<file path="src/verilog/mcz_defines.svh">
/*
 * Constants for the meter conversion and zero controller: register
 * offsets, field positions, the zero error code, limits and timing figures.
 * Assumes it is included by bare name after the package.
 */
`ifndef MCZ_DEFINES_SVH
`define MCZ_DEFINES_SVH
`define MCZ_CLK_MHZ      200
`define MCZ_INTEG_MS     160
`define MCZ_CLEAR_CYC    16
`define MCZ_AVG_N        4
`define MCZ_AVG_SHIFT    2
`define MCZ_ERR_ZERO     4'h4
`define MCZ_LIM_NUM      15
`define MCZ_LIM_DEN      1000
`define MCZ_A_CTRL       8'h00
`define MCZ_A_STAT       8'h04
`define MCZ_A_RESULT     8'h08
`define MCZ_A_IRQ_STAT   8'h0C
`define MCZ_A_IRQ_CLR    8'h10
`define MCZ_A_IRQ_EN     8'h14
`define MCZ_CTRL_RANGE   2:0
`define MCZ_CTRL_AUTO    3
`define MCZ_CTRL_ZERO    4
`define MCZ_EV_RESULT    0
`define MCZ_EV_ZDONE     1
`define MCZ_EV_ZERR      2
`endif

</file>
<file path="src/verilog/mcz_pkg.sv">
/*
 * Types shared by the meter conversion and zero controller.
 * Assumes nothing beyond a SystemVerilog compiler.
 */
`default_nettype none
package mcz_pkg;
    // Gray order along clear, integrate, discharge, done.
    typedef enum logic [1:0] {
        MCZ_ST_CLEAR = 2'b00,
        MCZ_ST_INTEG = 2'b01,
        MCZ_ST_DEINT = 2'b11,
        MCZ_ST_DONE  = 2'b10
    } mcz_state_t;
    typedef enum logic [1:0] {
        MCZ_FN_DCV  = 2'h0,
        MCZ_FN_ACV  = 2'h1,
        MCZ_FN_OHM  = 2'h2,
        MCZ_FN_TEMP = 2'h3
    } mcz_func_t;
    typedef enum logic [1:0] {
        MCZ_ACF_NONE = 2'h0,
        MCZ_ACF_10HZ = 2'h1,
        MCZ_ACF_1HZ  = 2'h2,
        MCZ_ACF_P1HZ = 2'h3
    } mcz_acf_t;
endpackage
`default_nettype wire

</file>
<file path="src/verilog/mcz_top.sv">
/*
 * Conversion sequencer, function and filter selection, per-range zero
 * capture and block averaging for a precision meter.
 * Assumes all inputs are synchronous to CORE_CLK, keys arrive as
 * one-cycle pulses and the null detector is debounced outside.
 */
`default_nettype none
`include "mcz_defines.svh"
module mcz_top
    import mcz_pkg::*;
#(
    parameter int DW     = 24,
    parameter int RW     = 3,
    parameter int CW     = 26,
    parameter int INTEG_CYC = `MCZ_INTEG_MS * `MCZ_CLK_MHZ * 1000,
    parameter int FULL_SCALE = 2000000,
    parameter int TOP_RANGE  = 7
) (
    input  wire logic          CORE_CLK,   // 200 MHz clock
    input  wire logic          RESETN,     // synchronous reset
    input  wire logic          CE,         // freezes all state when low
    input  wire logic [7:0]    ADDR,       // register byte address
    input  wire logic [31:0]   WDATA,      // register write data
    input  wire logic          WR,         // write strobe
    input  wire logic          RD,         // read strobe
    output logic      [31:0]   RDATA,      // read data, cycle after RD
    output logic               IRQ,        // level interrupt
    input  wire logic          NULL_DET,   // integrator back at zero
    input  wire logic          INPUT_NEG,  // input polarity negative
    output logic               INTEG_CLR,  // shorts the integrator
    output logic               INTEG_IN,   // connects the input
    output logic               REF_POS,    // positive reference on
    output logic               REF_NEG,    // negative reference on
    output logic      [RW-1:0] RANGE_SEL,  // range to analog front end
    input  wire logic [3:0]    KEY_FUNC,   // temp, kohm, ac, dc pulses
    output logic      [3:0]    FUNC_LAMP,  // one lamp per function
    input  wire logic          KEY_ZERO,   // zero key pulse
    input  wire logic          KEY_FILTER, // filter key toggles mode
    input  wire logic [2:0]    KEY_ACF,    // 10, 1, 0.1 Hz keys
    output logic      [1:0]    ACF_SEL,    // selected AC filter
    output logic               FILTER_ON,  // filter mode lamp
    output logic      [DW-1:0] RESULT,     // corrected reading
    output logic               RESULT_VLD, // one pulse per reading
    output logic      [3:0]    ERR_CODE,   // displayed error number
    output logic               NV_WE,      // offset store pulse
    output logic      [RW-1:0] NV_ADDR,    // offset store range
    output logic      [DW-1:0] NV_DATA     // offset store value
);
    localparam int NR = 1 << RW;
    localparam int LIMIT = FULL_SCALE * `MCZ_LIM_NUM / `MCZ_LIM_DEN;
    localparam logic [DW-1:0] LIM_V = DW'(LIMIT);
    localparam logic [RW-1:0] TOP_R = RW'(TOP_RANGE);
    mcz_state_t       st_q;
    logic [CW-1:0]    cnt_q;
    mcz_func_t        func_q;
    mcz_acf_t         acf_q;
    logic [RW-1:0]    rng_q, save_q;
    logic             pol_q, filt_q, auto_q, zpend_q, sweep_q;
    logic signed [DW-1:0] off_q [NR];
    logic signed [DW+1:0] acc_q;
    logic [1:0]       nacc_q;
    logic [2:0]       ist_q, ien_q;
    logic signed [DW-1:0] raw, corr, mag;
    logic             conv_done, zero_req, zero_ok, avg_on, wr_ctrl;
    // ************************************************************
    // Conversion sequencer
    // ************************************************************
    assign conv_done = CE && st_q == MCZ_ST_DONE;
    always_ff @(posedge CORE_CLK) begin
        if (!RESETN) begin
            st_q  <= MCZ_ST_CLEAR;
            cnt_q <= '0;
            pol_q <= 1'b0;
        end else if (CE) begin
            case (st_q)
                MCZ_ST_CLEAR: begin
                    cnt_q <= cnt_q + 1'b1;
                    if (cnt_q == CW'(`MCZ_CLEAR_CYC - 1)) begin
                        st_q  <= MCZ_ST_INTEG;
                        cnt_q <= '0;
                    end
                end
                MCZ_ST_INTEG: begin
                    cnt_q <= cnt_q + 1'b1;
                    if (cnt_q == CW'(INTEG_CYC - 1)) begin
                        st_q  <= MCZ_ST_DEINT;
                        pol_q <= INPUT_NEG;
                        cnt_q <= '0;
                    end
                end
                MCZ_ST_DEINT: begin
                    // The count saturates so a dead detector still ends.
                    if (NULL_DET || &cnt_q) begin
                        st_q <= MCZ_ST_DONE;
                    end else begin
                        cnt_q <= cnt_q + 1'b1;
                    end
                end
                MCZ_ST_DONE: begin
                    st_q  <= MCZ_ST_CLEAR;
                    cnt_q <= '0;
                end
                default: st_q <= MCZ_ST_CLEAR;
            endcase
        end
    end
    always_ff @(posedge CORE_CLK) begin
        if (!RESETN) begin
            INTEG_CLR <= 1'b1;
            INTEG_IN  <= 1'b0;
            REF_POS   <= 1'b0;
            REF_NEG   <= 1'b0;
        end else if (CE) begin
            INTEG_CLR <= (st_q == MCZ_ST_DONE) ||
                         (st_q == MCZ_ST_CLEAR &&
                          cnt_q != CW'(`MCZ_CLEAR_CYC - 1));
            INTEG_IN  <= (st_q == MCZ_ST_CLEAR &&
                          cnt_q == CW'(`MCZ_CLEAR_CYC - 1)) ||
                         (st_q == MCZ_ST_INTEG &&
                          cnt_q != CW'(INTEG_CYC - 1));
            REF_POS <= (st_q == MCZ_ST_INTEG &&
                        cnt_q == CW'(INTEG_CYC - 1) && INPUT_NEG) ||
                       (st_q == MCZ_ST_DEINT && !NULL_DET &&
                        !(&cnt_q) && pol_q);
            REF_NEG <= (st_q == MCZ_ST_INTEG &&
                        cnt_q == CW'(INTEG_CYC - 1) && !INPUT_NEG) ||
                       (st_q == MCZ_ST_DEINT && !NULL_DET &&
                        !(&cnt_q) && !pol_q);
        end
    end
    // ************************************************************
    // Reading and correction
    // ************************************************************
    always_comb begin
        raw  = pol_q ? -DW'(cnt_q) : DW'(cnt_q);
        corr = raw - off_q[rng_q];
        mag  = raw[DW-1] ? -raw : raw;
    end
    assign zero_ok = !mag[DW-1] && mag <= LIM_V;
    assign avg_on  = filt_q && func_q != MCZ_FN_ACV;
    // ************************************************************
    // Function, range and filter selection
    // ************************************************************
    assign wr_ctrl  = CE && WR && ADDR == `MCZ_A_CTRL;
    assign zero_req = CE && !zpend_q &&
                      (func_q == MCZ_FN_DCV || func_q == MCZ_FN_OHM) &&
                      (KEY_ZERO || (wr_ctrl && WDATA[`MCZ_CTRL_ZERO]));
    always_ff @(posedge CORE_CLK) begin
        if (!RESETN) begin
            func_q <= MCZ_FN_DCV;
        end else if (CE && !zpend_q) begin
            if (KEY_FUNC[3]) func_q <= MCZ_FN_DCV;
            else if (KEY_FUNC[2]) func_q <= MCZ_FN_ACV;
            else if (KEY_FUNC[1]) func_q <= MCZ_FN_OHM;
            else if (KEY_FUNC[0]) func_q <= MCZ_FN_TEMP;
        end
    end
    always_ff @(posedge CORE_CLK) begin
        if (!RESETN) begin
            acf_q  <= MCZ_ACF_NONE;
            filt_q <= 1'b0;
        end else if (CE) begin
            if (KEY_FILTER) filt_q <= !filt_q;
            if (KEY_ACF[0]) acf_q <= MCZ_ACF_10HZ;
            else if (KEY_ACF[1]) acf_q <= MCZ_ACF_1HZ;
            else if (KEY_ACF[2]) acf_q <= MCZ_ACF_P1HZ;
        end
    end
    // Range writes are dropped while a zero is pending so a capture cannot
    // land on the wrong range.
    always_ff @(posedge CORE_CLK) begin
        if (!RESETN) begin
            rng_q   <= TOP_R;
            save_q  <= TOP_R;
            auto_q  <= 1'b0;
            zpend_q <= 1'b0;
            sweep_q <= 1'b0;
        end else if (CE) begin
            if (wr_ctrl && !zpend_q) begin
                rng_q  <= WDATA[`MCZ_CTRL_RANGE];
                auto_q <= WDATA[`MCZ_CTRL_AUTO];
            end
            if (zero_req) begin
                zpend_q <= 1'b1;
                if (auto_q) begin
                    sweep_q <= 1'b1;
                    save_q  <= rng_q;
                    rng_q   <= '0;
                end
            end else if (zpend_q && conv_done) begin
                if (sweep_q && rng_q != RW'(NR - 1)) begin
                    rng_q <= rng_q + 1'b1;
                end else begin
                    zpend_q <= 1'b0;
                    sweep_q <= 1'b0;
                    if (sweep_q) rng_q <= save_q;
                end
            end
        end
    end
    // ************************************************************
    // Offset store
    // ************************************************************
    always_ff @(posedge CORE_CLK) begin
        if (!RESETN) begin
            for (int i = 0; i < NR; i++) off_q[i] <= '0;
        end else if (CE && zpend_q && conv_done && zero_ok) begin
            off_q[rng_q] <= raw;
        end
    end
    always_ff @(posedge CORE_CLK) begin
        if (!RESETN) begin
            NV_WE    <= 1'b0;
            NV_ADDR  <= '0;
            NV_DATA  <= '0;
            ERR_CODE <= '0;
        end else if (CE) begin
            NV_WE <= zpend_q && conv_done && zero_ok;
            if (zpend_q && conv_done) begin
                NV_ADDR <= rng_q;
                NV_DATA <= raw;
                if (!zero_ok) ERR_CODE <= `MCZ_ERR_ZERO;
            end else if (zero_req) begin
                ERR_CODE <= '0;
            end
        end
    end
    // ************************************************************
    // Block averaging and result
    // ************************************************************
    always_ff @(posedge CORE_CLK) begin
        if (!RESETN) begin
            acc_q      <= '0;
            nacc_q     <= '0;
            RESULT     <= '0;
            RESULT_VLD <= 1'b0;
        end else if (CE) begin
            RESULT_VLD <= 1'b0;
            if (conv_done && !zpend_q) begin
                if (!avg_on) begin
                    RESULT     <= corr;
                    RESULT_VLD <= 1'b1;
                    nacc_q     <= '0;
                    acc_q      <= '0;
                end else if (nacc_q == 2'(`MCZ_AVG_N - 1)) begin
                    RESULT <= DW'((acc_q + (DW+2)'(corr))
                                  >>> `MCZ_AVG_SHIFT);
                    RESULT_VLD <= 1'b1;
                    nacc_q     <= '0;
                    acc_q      <= '0;
                end else begin
                    acc_q  <= acc_q + (DW+2)'(corr);
                    nacc_q <= nacc_q + 1'b1;
                end
            end
        end
    end
    // ************************************************************
    // Registers and interrupt
    // ************************************************************
    always_ff @(posedge CORE_CLK) begin
        if (!RESETN) begin
            ist_q <= '0;
            ien_q <= '0;
        end else if (CE) begin
            // A new event wins over a clear in the same cycle.
            ist_q <= (ist_q & ~((WR && ADDR == `MCZ_A_IRQ_CLR) ?
                                WDATA[2:0] : 3'h0)) |
                     {zpend_q && conv_done && !zero_ok,
                      zpend_q && conv_done &&
                      (!sweep_q || rng_q == RW'(NR - 1)),
                      conv_done && !zpend_q};
            if (WR && ADDR == `MCZ_A_IRQ_EN) ien_q <= WDATA[2:0];
        end
    end
    always_ff @(posedge CORE_CLK) begin
        if (!RESETN) begin
            RDATA <= '0;
        end else if (CE) begin
            RDATA <= '0;
            if (RD) begin
                case (ADDR)
                    `MCZ_A_CTRL:     RDATA <= {28'h0, auto_q, rng_q};
                    `MCZ_A_STAT:     RDATA <= {24'h0, zpend_q, filt_q,
                                               acf_q, func_q, st_q};
                    `MCZ_A_RESULT:   RDATA <= 32'(signed'(RESULT));
                    `MCZ_A_IRQ_STAT: RDATA <= {29'h0, ist_q};
                    `MCZ_A_IRQ_EN:   RDATA <= {29'h0, ien_q};
                    default:         RDATA <= '0;
                endcase
            end
        end
    end
    always_ff @(posedge CORE_CLK) begin
        if (!RESETN) begin
            IRQ       <= 1'b0;
            FUNC_LAMP <= 4'h8;
            RANGE_SEL <= TOP_R;
            ACF_SEL   <= '0;
            FILTER_ON <= 1'b0;
        end else if (CE) begin
            IRQ       <= |(ist_q & ien_q);
            FUNC_LAMP <= 4'h1 << (2'h3 - func_q);
            RANGE_SEL <= rng_q;
            ACF_SEL   <= acf_q;
            FILTER_ON <= filt_q;
        end
    end
    // ************************************************************
    // Checks
    // ************************************************************
    a_clear_before_integ: assert property (@(posedge CORE_CLK)
        disable iff (!RESETN || !CE) $rose(INTEG_IN) |-> $past(INTEG_CLR))
        else $error("integration began without a cleared integrator");
    a_integ_length: assert property (@(posedge CORE_CLK)
        disable iff (!RESETN || !CE)
        (st_q == MCZ_ST_INTEG && cnt_q == CW'(INTEG_CYC - 1))
        |=> st_q == MCZ_ST_DEINT && cnt_q == '0)
        else $error("integration period wrong");
    a_ref_opposite: assert property (@(posedge CORE_CLK)
        disable iff (!RESETN || !CE)
        (REF_POS |-> pol_q && !REF_NEG) and (REF_NEG |-> !pol_q))
        else $error("reference polarity not opposite to input");
    a_power_up: assert property (@(posedge CORE_CLK)
        $rose(RESETN) |-> func_q == MCZ_FN_DCV && rng_q == TOP_R)
        else $error("power up setting is not DC top range");
    a_one_lamp: assert property (@(posedge CORE_CLK)
        disable iff (!RESETN || !CE) ##1 $onehot(FUNC_LAMP))
        else $error("function lamps not one hot");
    a_zero_funcs: assert property (@(posedge CORE_CLK)
        disable iff (!RESETN || !CE)
        $rose(zpend_q) |-> func_q == MCZ_FN_DCV || func_q == MCZ_FN_OHM)
        else $error("zero started on a wrong function");
    a_store_limit: assert property (@(posedge CORE_CLK)
        disable iff (!RESETN || !CE)
        NV_WE |-> (NV_DATA[DW-1] ? -NV_DATA : NV_DATA) <= LIM_V
                  && off_q[NV_ADDR] == NV_DATA)
        else $error("stored offset beyond limit or not kept");
    a_error_four: assert property (@(posedge CORE_CLK)
        disable iff (!RESETN || !CE)
        (zpend_q && conv_done && !zero_ok)
        |=> ERR_CODE == `MCZ_ERR_ZERO && !NV_WE)
        else $error("oversize offset not reported");
    a_sweep_up: assert property (@(posedge CORE_CLK)
        disable iff (!RESETN || !CE)
        (sweep_q && conv_done && rng_q != RW'(NR - 1))
        |=> rng_q == $past(rng_q) + 1'b1)
        else $error("zero sweep did not step upward");
endmodule
`default_nettype wire

</file>
<file path="config.mk">
export PLATFORM = sky130hd
export DESIGN_NAME = mcz_top
export DESIGN_NICKNAME = d
export VERILOG_FILES = /design/src/verilog/mcz_pkg.sv /design/src/verilog/mcz_top.sv
export VERILOG_INCLUDE_DIRS = /design/src /design/src/verilog
export SDC_FILE = /design/constraint.sdc
export NUM_CORES = 1
export LEC_CHECK = 0
export BUFFER_PORTS_ARGS = -buffer_cell sky130_fd_sc_hd__buf_2
export CAP_MARGIN = 30
export CORE_ASPECT_RATIO = 0.7
export CORE_UTILIZATION = 39
export DETAILED_ROUTE_END_ITERATION = 10
export HOLD_SLACK_MARGIN = 0.08
export PLACE_DENSITY = 0.68
export REMOVE_ABC_BUFFERS = 1
export SLEW_MARGIN = 10
export SYNTH_ARGS = -nofsm -noshare
export SYNTH_HDL_FRONTEND = slang
export SYNTH_SLANG_ARGS = --single-unit
</file>
<file path="constraint.sdc">
create_clock -name CORE_CLK -period 7.4 [get_ports CORE_CLK]
set_clock_uncertainty 0.15 [all_clocks]
set_input_delay 1.48 -clock CORE_CLK [delete_from_list [all_inputs] [get_ports CORE_CLK]]
set_output_delay 1.48 -clock CORE_CLK [all_outputs]
set_load 0.01 [all_outputs]
</file>
[Word-level counts from Yosys, hierarchy flattened]
Memory sizes are Yosys's and may differ from the RTL's. A register that Yosys moved wholly into a read port is not among the register bits.
Index checks and enable logic that the tools add are counted.
Word-level totals
  register bits after elaboration: 181
  bits in writable memories: 192
  input port bits: 56
  output and inout port bits: 104
  word-level logic and storage cells: 195
  memories kept: 1
Cells by class
  add/subtract/negate cells: 8
  order comparisons: 1
  equality and inequality tests: 25
  shifts and indexed selects: 1
  multiplexer cells: 52
  bitwise gates (word level): 4
  reductions and logical operators: 72
Memories
  off_q: depth 8, bits a word 24, rd ports 1, clocked after Yosys merged registers in 1, wr ports 8, line mcz_top.sv:59  | logic signed [DW-1:0] off_q [NR];
Operators with widths (number)
  case mux 32 bit (5 select lines): 1
  two-way mux 26 bit: 5
  two-way mux 24 bit: 5
  case mux 26 bit (4 select lines): 1
  negation 24 bit: 2
  two-way mux 32 bit: 1
  logical AND 1 bit: 31
  two-way mux 3 bit: 10
  adder 26 x 1 -> 26 bit, second input constant: 1
  adder 26 x 24 -> 26 bit: 1
  == test 26 x 25 -> 1 bit, second input constant: 1
  == test 26 x 4 -> 1 bit, second input constant: 1
  inequality test 26 x 25 -> 1 bit, second input constant: 1
  inequality test 26 x 4 -> 1 bit, second input constant: 1
  AND reduction 26 bit: 1
  <= comparator 24 x 15 -> 1 bit, second input constant: 1
  two-way mux 2 bit: 12
  OR reduction 24 bit: 1
  subtractor 24 bit: 1
  == test 8 x 4 -> 1 bit, second input constant: 2
  == test 8 x 5 -> 1 bit, second input constant: 2
  AND reduction 2 bit: 8
  AND reduction 3 bit: 5
  two-way mux 1 bit: 13
  25 further kinds: 55

[Logic depth before layout (Yosys ltp)]
  depth in word-level cells: 12
  mapped depth: 31
  mapped depth without buffers: 29

[Least setup slack after synthesis]
OpenSTA, ideal clock, no wires.
  kind: reg2reg
  start point: reg pol_q
  end point: reg RESULT[23]
  setup time: 0.133 ns
  arrival: 6.558 ns
  required time: 7.117 ns
  setup slack: 0.560 ns
  stages on the path, launching flop included: 30
  path buffers: 4
  clock period less this slack: 6.840 ns
  cells stage by stage: dfxtp_1 -> buf_1 -> clkbuf_1 -> clkbuf_1 -> clkbuf_1 -> mux2i_1 -> inv_1 -> fa_1 -> a21o_1 -> a21o_1 -> a21oi_1 -> maj3_1 -> o21ai_0 -> nor3b_1 -> o21bai_1 -> nand2_1 -> a31o_2 -> xor2_1 -> ha_1 -> nand4_1 -> nor2_1 -> o21ai_0 -> or3_1 -> a21oi_1 -> nand4_1 -> a41o_1 -> xor2_1 -> nor2_1 -> xnor2_1 -> a21oi_1
Between the ends
  word-level cells in the longest chain between the ends: 5
RTL lines
  start, declared: line mcz_top.sv:58  | logic pol_q, filt_q, auto_q, zpend_q, sweep_q;
  start signal, assigned: line mcz_top.sv:73  | pol_q <= 1'b0;
  start signal, assigned: line mcz_top.sv:87  | pol_q <= INPUT_NEG;
  two-way mux 24 bit (*): line mcz_top.sv:135  | raw = pol_q ? -DW'(cnt_q) : DW'(cnt_q);
  via raw[1]: line mcz_top.sv:63  | logic signed [DW-1:0] raw, corr, mag;
  subtractor 24 bit (*): line mcz_top.sv:136  | corr = raw - off_q[rng_q];
  adder 26 x 24 -> 26 bit: line mcz_top.sv:246  | RESULT <= DW'((acc_q + (DW+2)'(corr))
  two-way mux 24 bit: line mcz_top.sv:245  | end else if (nacc_q == 2'(`MCZ_AVG_N - 1)) begin
  two-way mux 24 bit (*): line mcz_top.sv:240  | if (!avg_on) begin
  end signal, assigned: line mcz_top.sv:241  | RESULT <= corr;
  end signal, assigned: line mcz_top.sv:246
  end, declared: line mcz_top.sv:42  | output logic [DW-1:0] RESULT,
The timed path passes the listed nets; every way through them passes the cells marked *. The select of a mux whose other input is x is not followed.
A chain may end at the register's enable or synchronous reset.

[Worst setup path in the final report]
  start point: reg cnt_q[1]
  end point: reg RESULT[23]
Between the ends
  word-level cells in the longest chain between the ends: 6
RTL lines
  start, declared: line mcz_top.sv:54  | logic [CW-1:0] cnt_q;
  start signal, assigned: line mcz_top.sv:77  | cnt_q <= cnt_q + 1'b1;
  start signal, assigned: line mcz_top.sv:84  | cnt_q <= cnt_q + 1'b1;
  start signal, assigned: line mcz_top.sv:96  | cnt_q <= cnt_q + 1'b1;
  negation 24 bit (*): line mcz_top.sv:135
  two-way mux 24 bit (*): line mcz_top.sv:135
  via raw[4]: line mcz_top.sv:63
  subtractor 24 bit (*): line mcz_top.sv:136
  adder 26 x 24 -> 26 bit: line mcz_top.sv:246
  two-way mux 24 bit: line mcz_top.sv:245
  two-way mux 24 bit (*): line mcz_top.sv:240
Marked as above.

==> run metrics <==
total wire length=approximately 54 mm; CTS tree=built; crit end category=register; DR top layer=met4; number of synthesized flops with an enable pin=192; Worst-Margin Slew=~1.1 ns; I/O Buffers=~130; I/O pins=160; via density per instance=approximately 5.7; initial antenna violation count=0; Max Cap Viol=0; placed cell count=~2600; Fin. Hold Viols=0; main combinational cell family by area after synthesis=simple AND/OR/NAND/NOR gates; minimum clock period=between 6 and 7 ns; xor and xnor area share after synthesis=4.76%; CTS buffer count=37; Hold Path Origin=NV_ADDR[0]; clock slew at reported path FFs=approximately 0.060 ns; met1 wire length=23.8 mm; worst reg2reg path startpoint=cnt_q[1]; post-synthesis sequential area ratio=roughly 48%; via count=~15000; pre-CTS setup slack=0.416 ns; CP Launch Type=register; final worst-path cycle share=a little over nine tenths; CP Class=register to register; Final Hold Slack=just over 0.3 ns; Starting Density=between 40% and 50%; status=finished clean; residual DRC count=0; Clock Latency Late Sink=0.55 ns; post-route ant nets=0; initial DRC count=between 1000 and 1500; total core area=just under 50000 um2; first-pass GRT wire length=approximately 84 mm; Final TNS setup=0 ns; Area Overhead vs Synth=12.9%; area occupied by multi-input gates=between 9000 and 10000 um2; most used flip-flop cell after synthesis=edfxtp_1; synth warn=0; Mapped Area=between 15000 and 20000 um2; worst vdd ir=~0.14 mV; asr flop ratio synth=0%; fin util=a little under half; root buffer cell=clkbuf_16; routability congestion estimate=a little over 0.9; Leak=8.48 nW; number of nets in the layout=roughly 2100; clock sink count=approximately 370; RSZ-0062 raised after global routing=no; Synth cell types=95; crit path from=cnt_q[1]; Pwr Density=approximately 200 nW/um2; Detailed Routing Iterations Pass 1=6; Die Span Y=between 150 and 200 um; Finished Layout Cells=around 2700; GR Util All Layers=about a fifth; CP max FO=10; Synth Area in Compound Gates=13.7%; largest net degree at the start of global routing=54; fmax=between 100 and 150 MHz; Final setup viols=0; die width=between 200 and 300 um; routed len/inst=between 15 and 20 um; post-CTS setup buffers=0; global route overflow=0; Synth Area in Simple Gates=between 10% and 20%; post-synthesis cell count=around 1900; WL met2=between 20 and 25 mm; hold_buf cts=0; FF+latch count, synth=approximately 370; Clock Path Buffers=3; Die Area=~50000 um2; H-tree lvl count=2; Inserted Diodes=0; max_slew headroom=29.2%; Hold Crit Class=register to register; FP Rows=67; Worst path slowest cell=or3b_4; layout cells sized above 1=~17%; Synth Area per Inst=around 10 um2; dpl hpwl=between 30 and 40 mm; vias in the first global route=14725; Fillers=approximately 4500; max-slew violations=0; Post-CTS Resized=0; slowest cell delay on critical path=0.50 ns; final worst setup slack=0.412 ns; WL met3=4.86 mm; Reg area=9230 um2; post-synthesis mux area share=~8.3%; WP data required=between 7 and 8 ns; Synth Area in Adders=between 3 and 4%; Worst EP arrival=about 7.3 ns
-- report_power, final --
| group | total [W] | internal (W) | leakage (nW) | switching [W] |
|---|---|---|---|---|
| Combinational | 0.000338 | 0.000119 | 4.68 | 0.000220 |
| Clock | 0.00188 | 0.00108 | 0.582 | 0.000802 |
| Sequential | 0.00221 | 0.00218 | 3.22 | 0.0000218 |
-- final timing paths --
path,cells after the start,end,slack (ns)
max reg2reg,28,RESULT[23],0.41
min reg2reg,2,NV_ADDR[0],0.31
max,28,RESULT[23],0.41
min,2,NV_ADDR[0],0.31
-- layout make-up --
class                      instances  area share [%]
clock buffer                      52            4.86
clock inverter                    13           0.601
inverter                          52           0.898
multi-input combinational       1371            42.5
sequential                       365            42.2
tap                              655            3.75
timing repair buffer             191            5.17
-- logic make-up (layout without fill, tap and decap cells) --
| family | count (synthesis) | in the layout |
|---|---|---|
| XOR/XNOR | 99 | 99 |
| buffers and inverters | 198 | 308 |
| other | 1 | 3 |
| AO/OA/AOI/OAI | 381 | 381 |
| flip-flops | 365 | 365 |
| multiplexers | 96 | 96 |
| AND/OR/NAND/NOR | 736 | 736 |
| adder cells (fa/ha/maj) | 56 | 56 |
-- worst max-delay path, delay by kind of cell (launching register included) --
family	cells	cell delay, ns
AND/OR/NAND/NOR	10	1.89
XOR/XNOR	4	0.93
buffers and inverters	2	0.26
flip-flops	1	0.42
AO/OA/AOI/OAI	9	2.18
adder cells (fa/ha/maj)	3	1.02
-- metrics by stage --
stage	power, W	cell area (um2)
floorplan	0.00246	18700
global placement	0.00257	20600
detailed placement	0.00258	20600
CTS	0.00444	21800
global route	0.00457	21900
finish	0.00442	21900
-- synth_stat cells (13+ instances only) --
master | number | area share, %
nor2_1 | 391 | 7.6
nand2_1 | 147 | 2.8
nand3_1 | 42 | 1.1
inv_1 | 47 | 0.91
a31oi_1 | 21 | 0.68
a22oi_1 | 26 | 1.0
nand4_1 | 21 | 0.68
ha_1 | 53 | 3.4
xor2_1 | 44 | 2.0
mux4_2 | 51 | 5.9
mux2i_1 | 42 | 2.2
nor3_1 | 46 | 1.2
a21o_1 | 17 | 0.66
buf_2 | 21 | 0.54
dfxtp_1 | 173 | 18
xnor2_1 | 49 | 2.2
a211oi_1 | 35 | 1.4
a22o_1 | 17 | 0.77
o21ai_0 | 69 | 1.8
edfxtp_1 | 192 | 30
clkbuf_1 | 91 | 1.8
a311oi_1 | 13 | 0.59
a21oi_1 | 81 | 2.1
-- metal layers --
layer / track usage [%] / vias to the layer above
li1: - / 7141
met1: 30.4 / 7509
met2: 32.7 / 609
met3: 4.21 / 60
met4: 5.05 / 0
met5: 0 / -
-- flip-flops by register name, indices dropped and copies added (netlist names), 3 cells and up, named ones only --
signal / flops
FUNC_LAMP: 4
NV_ADDR: 3
NV_DATA: 24
RANGE_SEL: 3
RDATA: 24
RESULT: 24
acc_q: 26
cnt_q: 26
ien_q: 3
ist_q: 3
off_q: 192
rng_q: 3
save_q: 3
-- placed cells by master, fill, tap and decap left out, types with 48 or more instances in the layout --
cell type and instances:
nor2_1 391, edfxtp_1 192, dfxtp_1 171, nand2_1 147, buf_2 129, a21oi_1 80, o21ai_0 69, buf_4 60
ha_1 53, mux4_2 51, xnor2_1 48
Power figures use the tool's default switching activity.
